$ cat src/logic/ddu_pkg.sv
// Package: constants, types and helpers for the dual converter update control
// ---------------------------------------------------------------------------
// Overview of operation
// - Enable bit clear: channel in low-power shutdown, output pin disabled.
// - Enable bit set: channel operational and its output pin driven.
// - Update mode 00: high data byte write moves held data to converter latch.
// - Update modes 01, 10, 11: timer 3, timer 4, timer 2 overflow triggers update.
// - Mode in bits 4:3, justification in bits 2:0; bits 6:5 read zero.
// - Justify 000: word is high byte bits 3:0 then whole low byte.
// - Justify 001: word is high byte bits 4:0 then low bits 7:1.
// - Justify 010: word is high byte bits 5:0 then low bits 7:2.
// - Justify 011: word is high byte bits 6:0 then low bits 7:3.
// - Justify 1xx: word is whole high byte then low bits 7:4.
// - First channel high data byte is read/write at 0xD3, page 0.
// - Control registers at 0xD4: page 0 first channel, page 1 second.
// - Write-triggered mode holds low byte writes until next high byte write.
// - Timer modes hold both data bytes until the selected timer overflows.
// ---------------------------------------------------------------------------
`default_nettype none

package ddu_pkg;

    // -----------------------------------------------------------------------
    // Register map
    // -----------------------------------------------------------------------
    localparam logic [7:0] ADDR_DATA_LOW  = 8'hD2;
    localparam logic [7:0] ADDR_DATA_HIGH = 8'hD3;
    localparam logic [7:0] ADDR_CTRL      = 8'hD4;
    localparam logic [7:0] PAGE_CH0       = 8'h00;
    localparam logic [7:0] PAGE_CH1       = 8'h01;
    localparam logic [7:0] CTRL_RST       = 8'h00;
    localparam logic [7:0] DATA_RST       = 8'h00;
    localparam logic [7:0] CTRL_WMASK     = 8'h9F;
    localparam logic [7:0] RDATA_UNMAPPED = 8'h00;

    // -----------------------------------------------------------------------
    // Field codes
    // -----------------------------------------------------------------------
    localparam logic [1:0] MODE_WRITE = 2'h0;
    localparam logic [1:0] MODE_T3    = 2'h1;
    localparam logic [1:0] MODE_T4    = 2'h2;
    localparam logic [1:0] MODE_T2    = 2'h3;
    localparam int         OVF_T2     = 0;
    localparam int         OVF_T3     = 1;
    localparam int         OVF_T4     = 2;
    localparam int         FIFO_DEPTH = 16;

    typedef struct packed {
        logic       enable;
        logic [1:0] rsv;
        logic [1:0] mode;
        logic [2:0] justify;
    } ddu_ctrl_type;

    typedef struct packed {
        logic        chan;
        logic [11:0] word;
    } ddu_upd_type;

    typedef struct packed {
        logic        drive;
        logic        shutdown;
        logic [11:0] word;
    } ddu_out_type;

    // Register decode on address and page
    function automatic logic sfr_hit(input logic [7:0] addr, input logic [7:0] page,
                                     input logic [7:0] a, input logic [7:0] p);
        sfr_hit = (addr == a) && (page == p);
    endfunction

    // Overflow pulse of the timer that the mode selects
    function automatic logic ovf_sel(input logic [1:0] mode, input logic [2:0] ovf);
        case (mode)
            MODE_T3: ovf_sel = ovf[OVF_T3];
            MODE_T4: ovf_sel = ovf[OVF_T4];
            MODE_T2: ovf_sel = ovf[OVF_T2];
            default: ovf_sel = 1'b0;
        endcase
    endfunction

    // Twelve-bit word from the two data bytes
    function automatic logic [11:0] justify(input logic [2:0] code, input logic [7:0] hi,
                                            input logic [7:0] lo);
        case (code)
            3'h0:    justify = {hi[3:0], lo};
            3'h1:    justify = {hi[4:0], lo[7:1]};
            3'h2:    justify = {hi[5:0], lo[7:2]};
            3'h3:    justify = {hi[6:0], lo[7:3]};
            default: justify = {hi, lo[7:4]};
        endcase
    endfunction

endpackage

`default_nettype wire

$ cat src/logic/ddu_top.sv
// Dual converter update control: register decode, update queue and latches
`default_nettype none

module ddu_top (
    input  wire logic             clk_sys_i,   // System clock, 100 MHz
    input  wire logic             resetn_i,    // Synchronous reset, active low
    input  wire logic [7:0]       sfr_addr_i,  // Register address
    input  wire logic [7:0]       sfr_page_i,  // Register page
    input  wire logic             sfr_wr_i,    // Write strobe
    input  wire logic [7:0]       sfr_wdata_i, // Write data
    output logic      [7:0]       sfr_rdata_o, // Read data, one cycle later
    input  wire logic             tmr2_ovf_i,  // Timer 2 overflow pulse
    input  wire logic             tmr3_ovf_i,  // Timer 3 overflow pulse
    input  wire logic             tmr4_ovf_i,  // Timer 4 overflow pulse
    input  wire logic             conv_ready_i, // Converter latch accepts
    output ddu_pkg::ddu_out_type  conv0_o,     // Channel 0 latch and pin
    output ddu_pkg::ddu_out_type  conv1_o      // Channel 1 latch and pin
);
    // ------------------------------------------------------------------------
    // Decode
    // ------------------------------------------------------------------------
    logic                  wr_low0;
    logic                  wr_high0;
    logic                  wr_ctrl0;
    logic                  wr_low1;
    logic                  wr_high1;
    logic                  wr_ctrl1;
    logic [2:0]            tmr_ovf;
    ddu_pkg::ddu_ctrl_type ctrl0;
    ddu_pkg::ddu_ctrl_type ctrl1;
    logic [7:0]            low0;
    logic [7:0]            high0;
    logic [7:0]            low1;
    logic [7:0]            high1;
    logic                  req0;
    logic                  req1;
    logic [11:0]           word0;
    logic [11:0]           word1;
    logic                  take0;
    logic                  take1;
    logic                  fifo_in_ready;
    logic                  fifo_out_valid;
    ddu_pkg::ddu_upd_type  fifo_in;
    ddu_pkg::ddu_upd_type  fifo_out;
    logic                  pop;
    logic [7:0]            rdata_nxt;
    ddu_pkg::ddu_out_type  out0_r;
    ddu_pkg::ddu_out_type  out1_r;
    logic [7:0]            rdata_r;

    assign wr_low0  = sfr_wr_i &&
                      ddu_pkg::sfr_hit(sfr_addr_i, sfr_page_i,
                                       ddu_pkg::ADDR_DATA_LOW, ddu_pkg::PAGE_CH0);
    assign wr_high0 = sfr_wr_i &&
                      ddu_pkg::sfr_hit(sfr_addr_i, sfr_page_i,
                                       ddu_pkg::ADDR_DATA_HIGH, ddu_pkg::PAGE_CH0);
    assign wr_ctrl0 = sfr_wr_i &&
                      ddu_pkg::sfr_hit(sfr_addr_i, sfr_page_i,
                                       ddu_pkg::ADDR_CTRL, ddu_pkg::PAGE_CH0);
    assign wr_low1  = sfr_wr_i &&
                      ddu_pkg::sfr_hit(sfr_addr_i, sfr_page_i,
                                       ddu_pkg::ADDR_DATA_LOW, ddu_pkg::PAGE_CH1);
    assign wr_high1 = sfr_wr_i &&
                      ddu_pkg::sfr_hit(sfr_addr_i, sfr_page_i,
                                       ddu_pkg::ADDR_DATA_HIGH, ddu_pkg::PAGE_CH1);
    assign wr_ctrl1 = sfr_wr_i &&
                      ddu_pkg::sfr_hit(sfr_addr_i, sfr_page_i,
                                       ddu_pkg::ADDR_CTRL, ddu_pkg::PAGE_CH1);

    assign tmr_ovf = {tmr4_ovf_i, tmr3_ovf_i, tmr2_ovf_i};

    // ------------------------------------------------------------------------
    // Channels
    // ------------------------------------------------------------------------
    ddu_chan u_chan0 (
        .clk_sys_i (clk_sys_i),
        .resetn_i  (resetn_i),
        .wr_low_i  (wr_low0),
        .wr_high_i (wr_high0),
        .wr_ctrl_i (wr_ctrl0),
        .wdata_i   (sfr_wdata_i),
        .ovf_i     (tmr_ovf),
        .take_i    (take0),
        .ctrl_o    (ctrl0),
        .low_o     (low0),
        .high_o    (high0),
        .req_o     (req0),
        .word_o    (word0)
    );

    ddu_chan u_chan1 (
        .clk_sys_i (clk_sys_i),
        .resetn_i  (resetn_i),
        .wr_low_i  (wr_low1),
        .wr_high_i (wr_high1),
        .wr_ctrl_i (wr_ctrl1),
        .wdata_i   (sfr_wdata_i),
        .ovf_i     (tmr_ovf),
        .take_i    (take1),
        .ctrl_o    (ctrl1),
        .low_o     (low1),
        .high_o    (high1),
        .req_o     (req1),
        .word_o    (word1)
    );

    // ------------------------------------------------------------------------
    // Update queue; channel 0 first, a full queue keeps words pending
    // ------------------------------------------------------------------------
    assign take0        = req0 && fifo_in_ready;
    assign take1        = req1 && !req0 && fifo_in_ready;
    assign fifo_in.chan = !req0;
    assign fifo_in.word = req0 ? word0 : word1;
    assign pop          = fifo_out_valid && conv_ready_i;

    ddu_fifo #(
        .WIDTH ($bits(ddu_pkg::ddu_upd_type)),
        .DEPTH (ddu_pkg::FIFO_DEPTH)
    ) u_fifo (
        .clk_sys_i   (clk_sys_i),
        .resetn_i    (resetn_i),
        .in_valid_i  (req0 || req1),
        .in_ready_o  (fifo_in_ready),
        .in_data_i   (fifo_in),
        .out_valid_o (fifo_out_valid),
        .out_ready_i (conv_ready_i),
        .out_data_o  (fifo_out)
    );

    // ------------------------------------------------------------------------
    // Converter latches and output pin state
    // ------------------------------------------------------------------------
    always_ff @(posedge clk_sys_i) begin
        if (!resetn_i) begin
            out0_r <= '0;
        end else begin
            out0_r.drive    <= ctrl0.enable;
            out0_r.shutdown <= !ctrl0.enable;
            if (pop && !fifo_out.chan) begin
                out0_r.word <= fifo_out.word;
            end
        end
    end

    always_ff @(posedge clk_sys_i) begin
        if (!resetn_i) begin
            out1_r <= '0;
        end else begin
            out1_r.drive    <= ctrl1.enable;
            out1_r.shutdown <= !ctrl1.enable;
            if (pop && fifo_out.chan) begin
                out1_r.word <= fifo_out.word;
            end
        end
    end

    assign conv0_o = out0_r;
    assign conv1_o = out1_r;

    // ------------------------------------------------------------------------
    // Read mux, unmapped reads return zero
    // ------------------------------------------------------------------------
    always_comb begin
        rdata_nxt = ddu_pkg::RDATA_UNMAPPED;
        if (ddu_pkg::sfr_hit(sfr_addr_i, sfr_page_i, ddu_pkg::ADDR_DATA_LOW,
                             ddu_pkg::PAGE_CH0)) begin
            rdata_nxt = low0;
        end else if (ddu_pkg::sfr_hit(sfr_addr_i, sfr_page_i, ddu_pkg::ADDR_DATA_HIGH,
                                      ddu_pkg::PAGE_CH0)) begin
            rdata_nxt = high0;
        end else if (ddu_pkg::sfr_hit(sfr_addr_i, sfr_page_i, ddu_pkg::ADDR_CTRL,
                                      ddu_pkg::PAGE_CH0)) begin
            rdata_nxt = ctrl0;
        end else if (ddu_pkg::sfr_hit(sfr_addr_i, sfr_page_i, ddu_pkg::ADDR_DATA_LOW,
                                      ddu_pkg::PAGE_CH1)) begin
            rdata_nxt = low1;
        end else if (ddu_pkg::sfr_hit(sfr_addr_i, sfr_page_i, ddu_pkg::ADDR_DATA_HIGH,
                                      ddu_pkg::PAGE_CH1)) begin
            rdata_nxt = high1;
        end else if (ddu_pkg::sfr_hit(sfr_addr_i, sfr_page_i, ddu_pkg::ADDR_CTRL,
                                      ddu_pkg::PAGE_CH1)) begin
            rdata_nxt = ctrl1;
        end
    end

    always_ff @(posedge clk_sys_i) begin
        if (!resetn_i) begin
            rdata_r <= ddu_pkg::RDATA_UNMAPPED;
        end else begin
            rdata_r <= rdata_nxt;
        end
    end

    assign sfr_rdata_o = rdata_r;
endmodule

`default_nettype wire

$ cat src/logic/ddu_fifo.sv
// Parameterised flip-flop FIFO with valid and ready on both sides
`default_nettype none

module ddu_fifo #(
    parameter int WIDTH = 13,
    parameter int DEPTH = 16
) (
    input  wire logic             clk_sys_i,   // System clock
    input  wire logic             resetn_i,    // Synchronous reset, active low
    input  wire logic             in_valid_i,  // Write side valid
    output logic                  in_ready_o,  // Not full
    input  wire logic [WIDTH-1:0] in_data_i,   // Write data
    output logic                  out_valid_o, // Not empty
    input  wire logic             out_ready_i, // Read side ready
    output logic      [WIDTH-1:0] out_data_o   // Head entry
);
    localparam int AW = $clog2(DEPTH);

    logic [WIDTH-1:0] mem_r [DEPTH];
    logic [AW:0]      wptr_r;
    logic [AW:0]      rptr_r;
    logic             push;
    logic             pop;

    assign in_ready_o  = !((wptr_r[AW] != rptr_r[AW]) && (wptr_r[AW-1:0] == rptr_r[AW-1:0]));
    assign out_valid_o = (wptr_r != rptr_r);
    assign out_data_o  = mem_r[rptr_r[AW-1:0]];
    assign push        = in_valid_i && in_ready_o;
    assign pop         = out_valid_o && out_ready_i;

    always_ff @(posedge clk_sys_i) begin
        if (push) begin
            mem_r[wptr_r[AW-1:0]] <= in_data_i;
        end
    end

    always_ff @(posedge clk_sys_i) begin
        if (!resetn_i) begin
            wptr_r <= '0;
        end else if (push) begin
            wptr_r <= wptr_r + 1'b1;
        end
    end

    always_ff @(posedge clk_sys_i) begin
        if (!resetn_i) begin
            rptr_r <= '0;
        end else if (pop) begin
            rptr_r <= rptr_r + 1'b1;
        end
    end

endmodule

`default_nettype wire

$ cat src/logic/ddu_chan.sv
// One converter channel: control and data registers and update trigger
`default_nettype none

module ddu_chan (
    input  wire logic               clk_sys_i, // System clock
    input  wire logic               resetn_i,  // Synchronous reset, active low
    input  wire logic               wr_low_i,  // Low data byte write strobe
    input  wire logic               wr_high_i, // High data byte write strobe
    input  wire logic               wr_ctrl_i, // Control write strobe
    input  wire logic [7:0]         wdata_i,   // Write data
    input  wire logic [2:0]         ovf_i,     // Timer overflow pulses
    input  wire logic               take_i,    // Pending word accepted
    output ddu_pkg::ddu_ctrl_type   ctrl_o,    // Control register
    output logic      [7:0]         low_o,     // Low data byte
    output logic      [7:0]         high_o,    // High data byte
    output logic                    req_o,     // Update word pending
    output logic      [11:0]        word_o     // Pending justified word
);
    logic [7:0] low_nxt;
    logic [7:0] high_nxt;
    logic       trig;

    always_ff @(posedge clk_sys_i) begin
        if (!resetn_i) begin
            ctrl_o <= ddu_pkg::ddu_ctrl_type'(ddu_pkg::CTRL_RST);
        end else if (wr_ctrl_i) begin
            ctrl_o <= ddu_pkg::ddu_ctrl_type'(wdata_i & ddu_pkg::CTRL_WMASK);
        end
    end

    // ------------------------------------------------------------------------
    // Data bytes are held here and do not reach the converter directly
    // ------------------------------------------------------------------------
    assign low_nxt  = wr_low_i ? wdata_i : low_o;
    assign high_nxt = wr_high_i ? wdata_i : high_o;

    always_ff @(posedge clk_sys_i) begin
        if (!resetn_i) begin
            low_o  <= ddu_pkg::DATA_RST;
            high_o <= ddu_pkg::DATA_RST;
        end else begin
            low_o  <= low_nxt;
            high_o <= high_nxt;
        end
    end

    // ------------------------------------------------------------------------
    // Trigger: high byte write or selected timer overflow
    // ------------------------------------------------------------------------
    assign trig = (ctrl_o.mode == ddu_pkg::MODE_WRITE) ? wr_high_i
                : ddu_pkg::ovf_sel(ctrl_o.mode, ovf_i);

    // A new trigger wins over an acceptance in the same cycle
    always_ff @(posedge clk_sys_i) begin
        if (!resetn_i) begin
            req_o  <= 1'b0;
            word_o <= '0;
        end else if (trig) begin
            req_o  <= 1'b1;
            word_o <= ddu_pkg::justify(ctrl_o.justify, high_nxt, low_nxt);
        end else if (take_i) begin
            req_o  <= 1'b0;
        end
    end

endmodule

`default_nettype wire

$ cat config.mk
export PLATFORM = sky130hd
export DESIGN_NAME = ddu_top
export DESIGN_NICKNAME = d
export VERILOG_FILES = /design/src/logic/ddu_pkg.sv /design/src/logic/ddu_top.sv /design/src/logic/ddu_fifo.sv /design/src/logic/ddu_chan.sv
export SDC_FILE = /design/constraint.sdc
export NUM_CORES = 1
export LEC_CHECK = 0
export ABC_AREA = 1
export BUFFER_PORTS_ARGS = -buffer_cell sky130_fd_sc_hd__buf_2
export CORE_ASPECT_RATIO = 0.8
export CORE_UTILIZATION = 46
export CTS_CLUSTER_SIZE = 16
export DETAILED_ROUTE_END_ITERATION = 10
export SLEW_MARGIN = 25
export SYNTH_ARGS = -nofsm -noshare
export SYNTH_HDL_FRONTEND = slang
export SYNTH_HIERARCHICAL = 1
export SYNTH_SLANG_ARGS = --single-unit
$ cat constraint.sdc
create_clock -name clk_sys_i -period 4.6 [get_ports clk_sys_i]
set_input_delay 0.46 -clock clk_sys_i [delete_from_list [all_inputs] [get_ports clk_sys_i]]
set_output_delay 0.46 -clock clk_sys_i [all_outputs]
set_load 0.05 [all_outputs]
==> run summary <==
status -> complete, no violations
DR iter-0 viols -> 1155
Worst-path clk slew -> 0.06 ns
Post-CTS Resized -> 0
I/O Buffers -> 66
I/O Pins -> 67
Simple-Gate Fraction of Synth Area -> 0.224
GR peak layer -> met1
GRT Overall Usage -> 0.235
CP max FO -> 77
antenna viol nets, final -> 0
first-pass GRT wire length -> 60.6 mm
row cnt -> 59
Hold/Removal Path Class -> in -> reg
final slew viol count -> 0
Synth top area share -> 0.408
top-count cell post-synth -> nand2_1
Clock Latency Late Sink -> 0.53 ns
Synth Area in Compound Gates -> 0.112
die area -> 34000 um^2
Remaining Overflow, GRT -> 0
Layout area overhead -> 11.3%
Setup Skew -> 0.0218 ns
Synth Flop Type -> edfxtp_1
Area contributors post-synth -> edfxtp_1 (41%), dfxtp_1 (16%), nand2_1 (9.6%)
WL final -> 39.3 mm
GP Congestion -> 0.927
Netlist cell types -> 39
share of synthesized flip-flops with an asynchronous set or reset -> 0
mean routed wirelength per cell -> 17.2 um
clk sinks -> 328
Post-Synthesis Cells -> 1789
Post-synth top cells -> nand2_1 (390), inv_1 (237), nor2_1 (218)
Vias -> 11900
sequential area share after synthesis -> 0.566
mux cell area share after synthesis -> 0
setup TNS -> 0 ns
largest family of logic cells by synthesized area -> simple AND/OR/NAND/NOR gates
CP startpoint kind -> flip-flop
crit path kind -> reg -> reg
Synth Area in XOR/XNOR -> 0.00115
vias in the first global route -> 10500
H-tree Lvls -> 2
final hold vios -> 0
largest net degree at the start of global routing -> 133
element type at the critical path end -> flip-flop
Die Y -> 165 um
layout cells sized above 1 -> 0.110
P per Cell Area -> 461 nW/um^2
core area -> 32600 um^2
GR Util met1 -> 0.368
EDFF count, synth -> 208
# Post-CTS Setup Buffers -> 0
CTS tree -> done
initial core utilization -> 0.469
worst-margin pin slew -> 1.02 ns
Leak Pwr -> 7.09 nW
antenna violations before repair -> 1
Max-slew headroom -> 0.319
Worst EP arrival -> 3.37 ns
# hold bufs at CTS -> 0
Avg Inst Size Synth -> 8.55 um^2
FF+latch count, synth -> 328
synth warn -> 6
Chip Width -> 206 um
RSZ-0062 raised after global routing -> false
Placed Area -> 15900 um^2
met3 global-route usage -> 0.0585
Fillers -> 3018
Post-Layout Inst Area -> 17000 um^2
Post-Syn Area -> 15300 um^2
worst-case clock buffer depth -> 3
Nets -> 1861
adder-cell area share of the yosys netlist -> 0.00409
VDD IR max -> 0.404 mV
CTS Buf Count -> 36
final worst path period share -> 0.642
met2 usage -> 0.320
fmax -> 338 MHz
Worst EP required -> 5.02 ns
detailed-router iteration count before antenna repair -> 5
fin crit period -> 2.95 ns
HPWL after DPL -> 26.0 mm
number of remaining DRC errors -> 0
dominant cell type by area after synthesis -> edfxtp_1
number of max-cap violations -> 0
Vias/cell -> 5.24
Root Buffer -> clkbuf_16
Final Setup Violations -> 0
## worst max-delay path: stages (launching register included)
cell	delay, ns
dfxtp_4	0.81
a21oi_1	0.14
o21ai_0	0.13
nand3_1	0.10
nand3_1	0.19
nand2_1	0.14
nor2_1	0.61
inv_1	0.39
nor2_1	0.20
nor2_1	0.07
## per-layer routing
layer | up-vias | wire (um)
met1 | 5610 | 19600
met4 | 0 | 653
met5 | - | 0
li1 | 5905 | -
met3 | 54 | 3310
met2 | 373 | 15800
## cell families (layout without fill, tap and decap cells)
group                      after synthesis  in the layout
adders and majority gates                5              5
other                                    2              5
xor gates and xnor gates                 2              2
buffers and inverters                  341            402
AOI/OAI and AO/OA                      307            307
DFF                                    328            328
and+or+nand+nor                        804            804
## path summary, 6_finish.rpt
check | startpoint | endpoint | slack (ns) | cells past startpoint
worst min-delay path | sfr_wdata_i[7] | u_chan1/ctrl_o[7] | 0.29 | 3
worst min register to register | conv1_o[10] | conv1_o[10] | 0.45 | 2
worst max-delay path | flip-flop | conv0_o[7] | 1.65 | 9
worst max register to register | flip-flop | conv0_o[7] | 1.65 | 9
## layout by cell type, fill, tap and decap left out, types with 4 or more instances in the layout
cell / netlist / routed
o21ai_0: 96 / 96
nand3_1: 139 / 139
o21a_1: 4 / 4
nand3b_1: 7 / 7
edfxtp_1: 208 / 208
clkinv_1: 3 / 4
inv_2: 9 / 9
a21oi_1: 138 / 138
o211ai_1: 54 / 54
clkbuf_16: 0 / 39
nor2_4: 5 / 5
buf_4: 6 / 21
conb_1: 2 / 4
nor2_2: 8 / 10
clkinv_2: 0 / 9
a21oi_2: 5 / 5
nor3_1: 7 / 4
ha_1: 5 / 5
nor2_1: 218 / 216
buf_2: 40 / 66
nand3_2: 5 / 5
dfxtp_1: 120 / 118
clkbuf_1: 35 / 12
nand2_2: 16 / 16
nand2_1: 390 / 390
inv_1: 237 / 237
o21ai_1: 7 / 7
## power by group
group,internal [mW],switching [mW]
registers,3.20,0.227
logic,0.490,1.19
clock network,1.59,1.15
total,5.28,2.57
## state kept, by name (all words and copies together) (netlist names), 5 cells and up, named ones only
signal / flops
u_fifo/mem_r: 208
conv0_o: 14
conv1_o: 14
u_chan0/word_o: 12
u_chan1/word_o: 12
sfr_rdata_o: 8
u_chan0/high_o: 8
u_chan0/low_o: 8
u_chan1/high_o: 8
u_chan1/low_o: 8
u_chan0/ctrl_o: 6
u_chan1/ctrl_o: 6
u_fifo/rptr_r: 5
u_fifo/wptr_r: 5
## area by class of cell
| type | count | area (um^2) | area share |
|---|---|---|---|
| repair buffers | 88 | 508 | 0.0298 |
| flip-flops and latches | 328 | 8660 | 0.509 |
| well taps | 427 | 534 | 0.0314 |
| inverters | 249 | 935 | 0.0549 |
| diodes | 1 | 2.50 | 0.000147 |
| clock inverters | 12 | 73.8 | 0.00434 |
| clock buffers | 53 | 1050 | 0.0616 |
| multi-input cells | 1122 | 5260 | 0.309 |
## per-stage QoR
step	utilization	instances	hold WS [ns]	total power [mW]	setup WS (ns)
after floorplan	-	1791	0.423	4.73	2.45
after global placement	0.487	2214	0.437	5.14	1.45
after CTS	0.522	2279	0.275	7.91	1.66
after global routing	0.522	2279	0.297	8.22	1.35
final	0.522	2280	0.293	7.85	1.65
after detailed placement	0.487	2214	0.435	5.16	1.37
No activity file was read; power rests on OpenSTA's default activity.
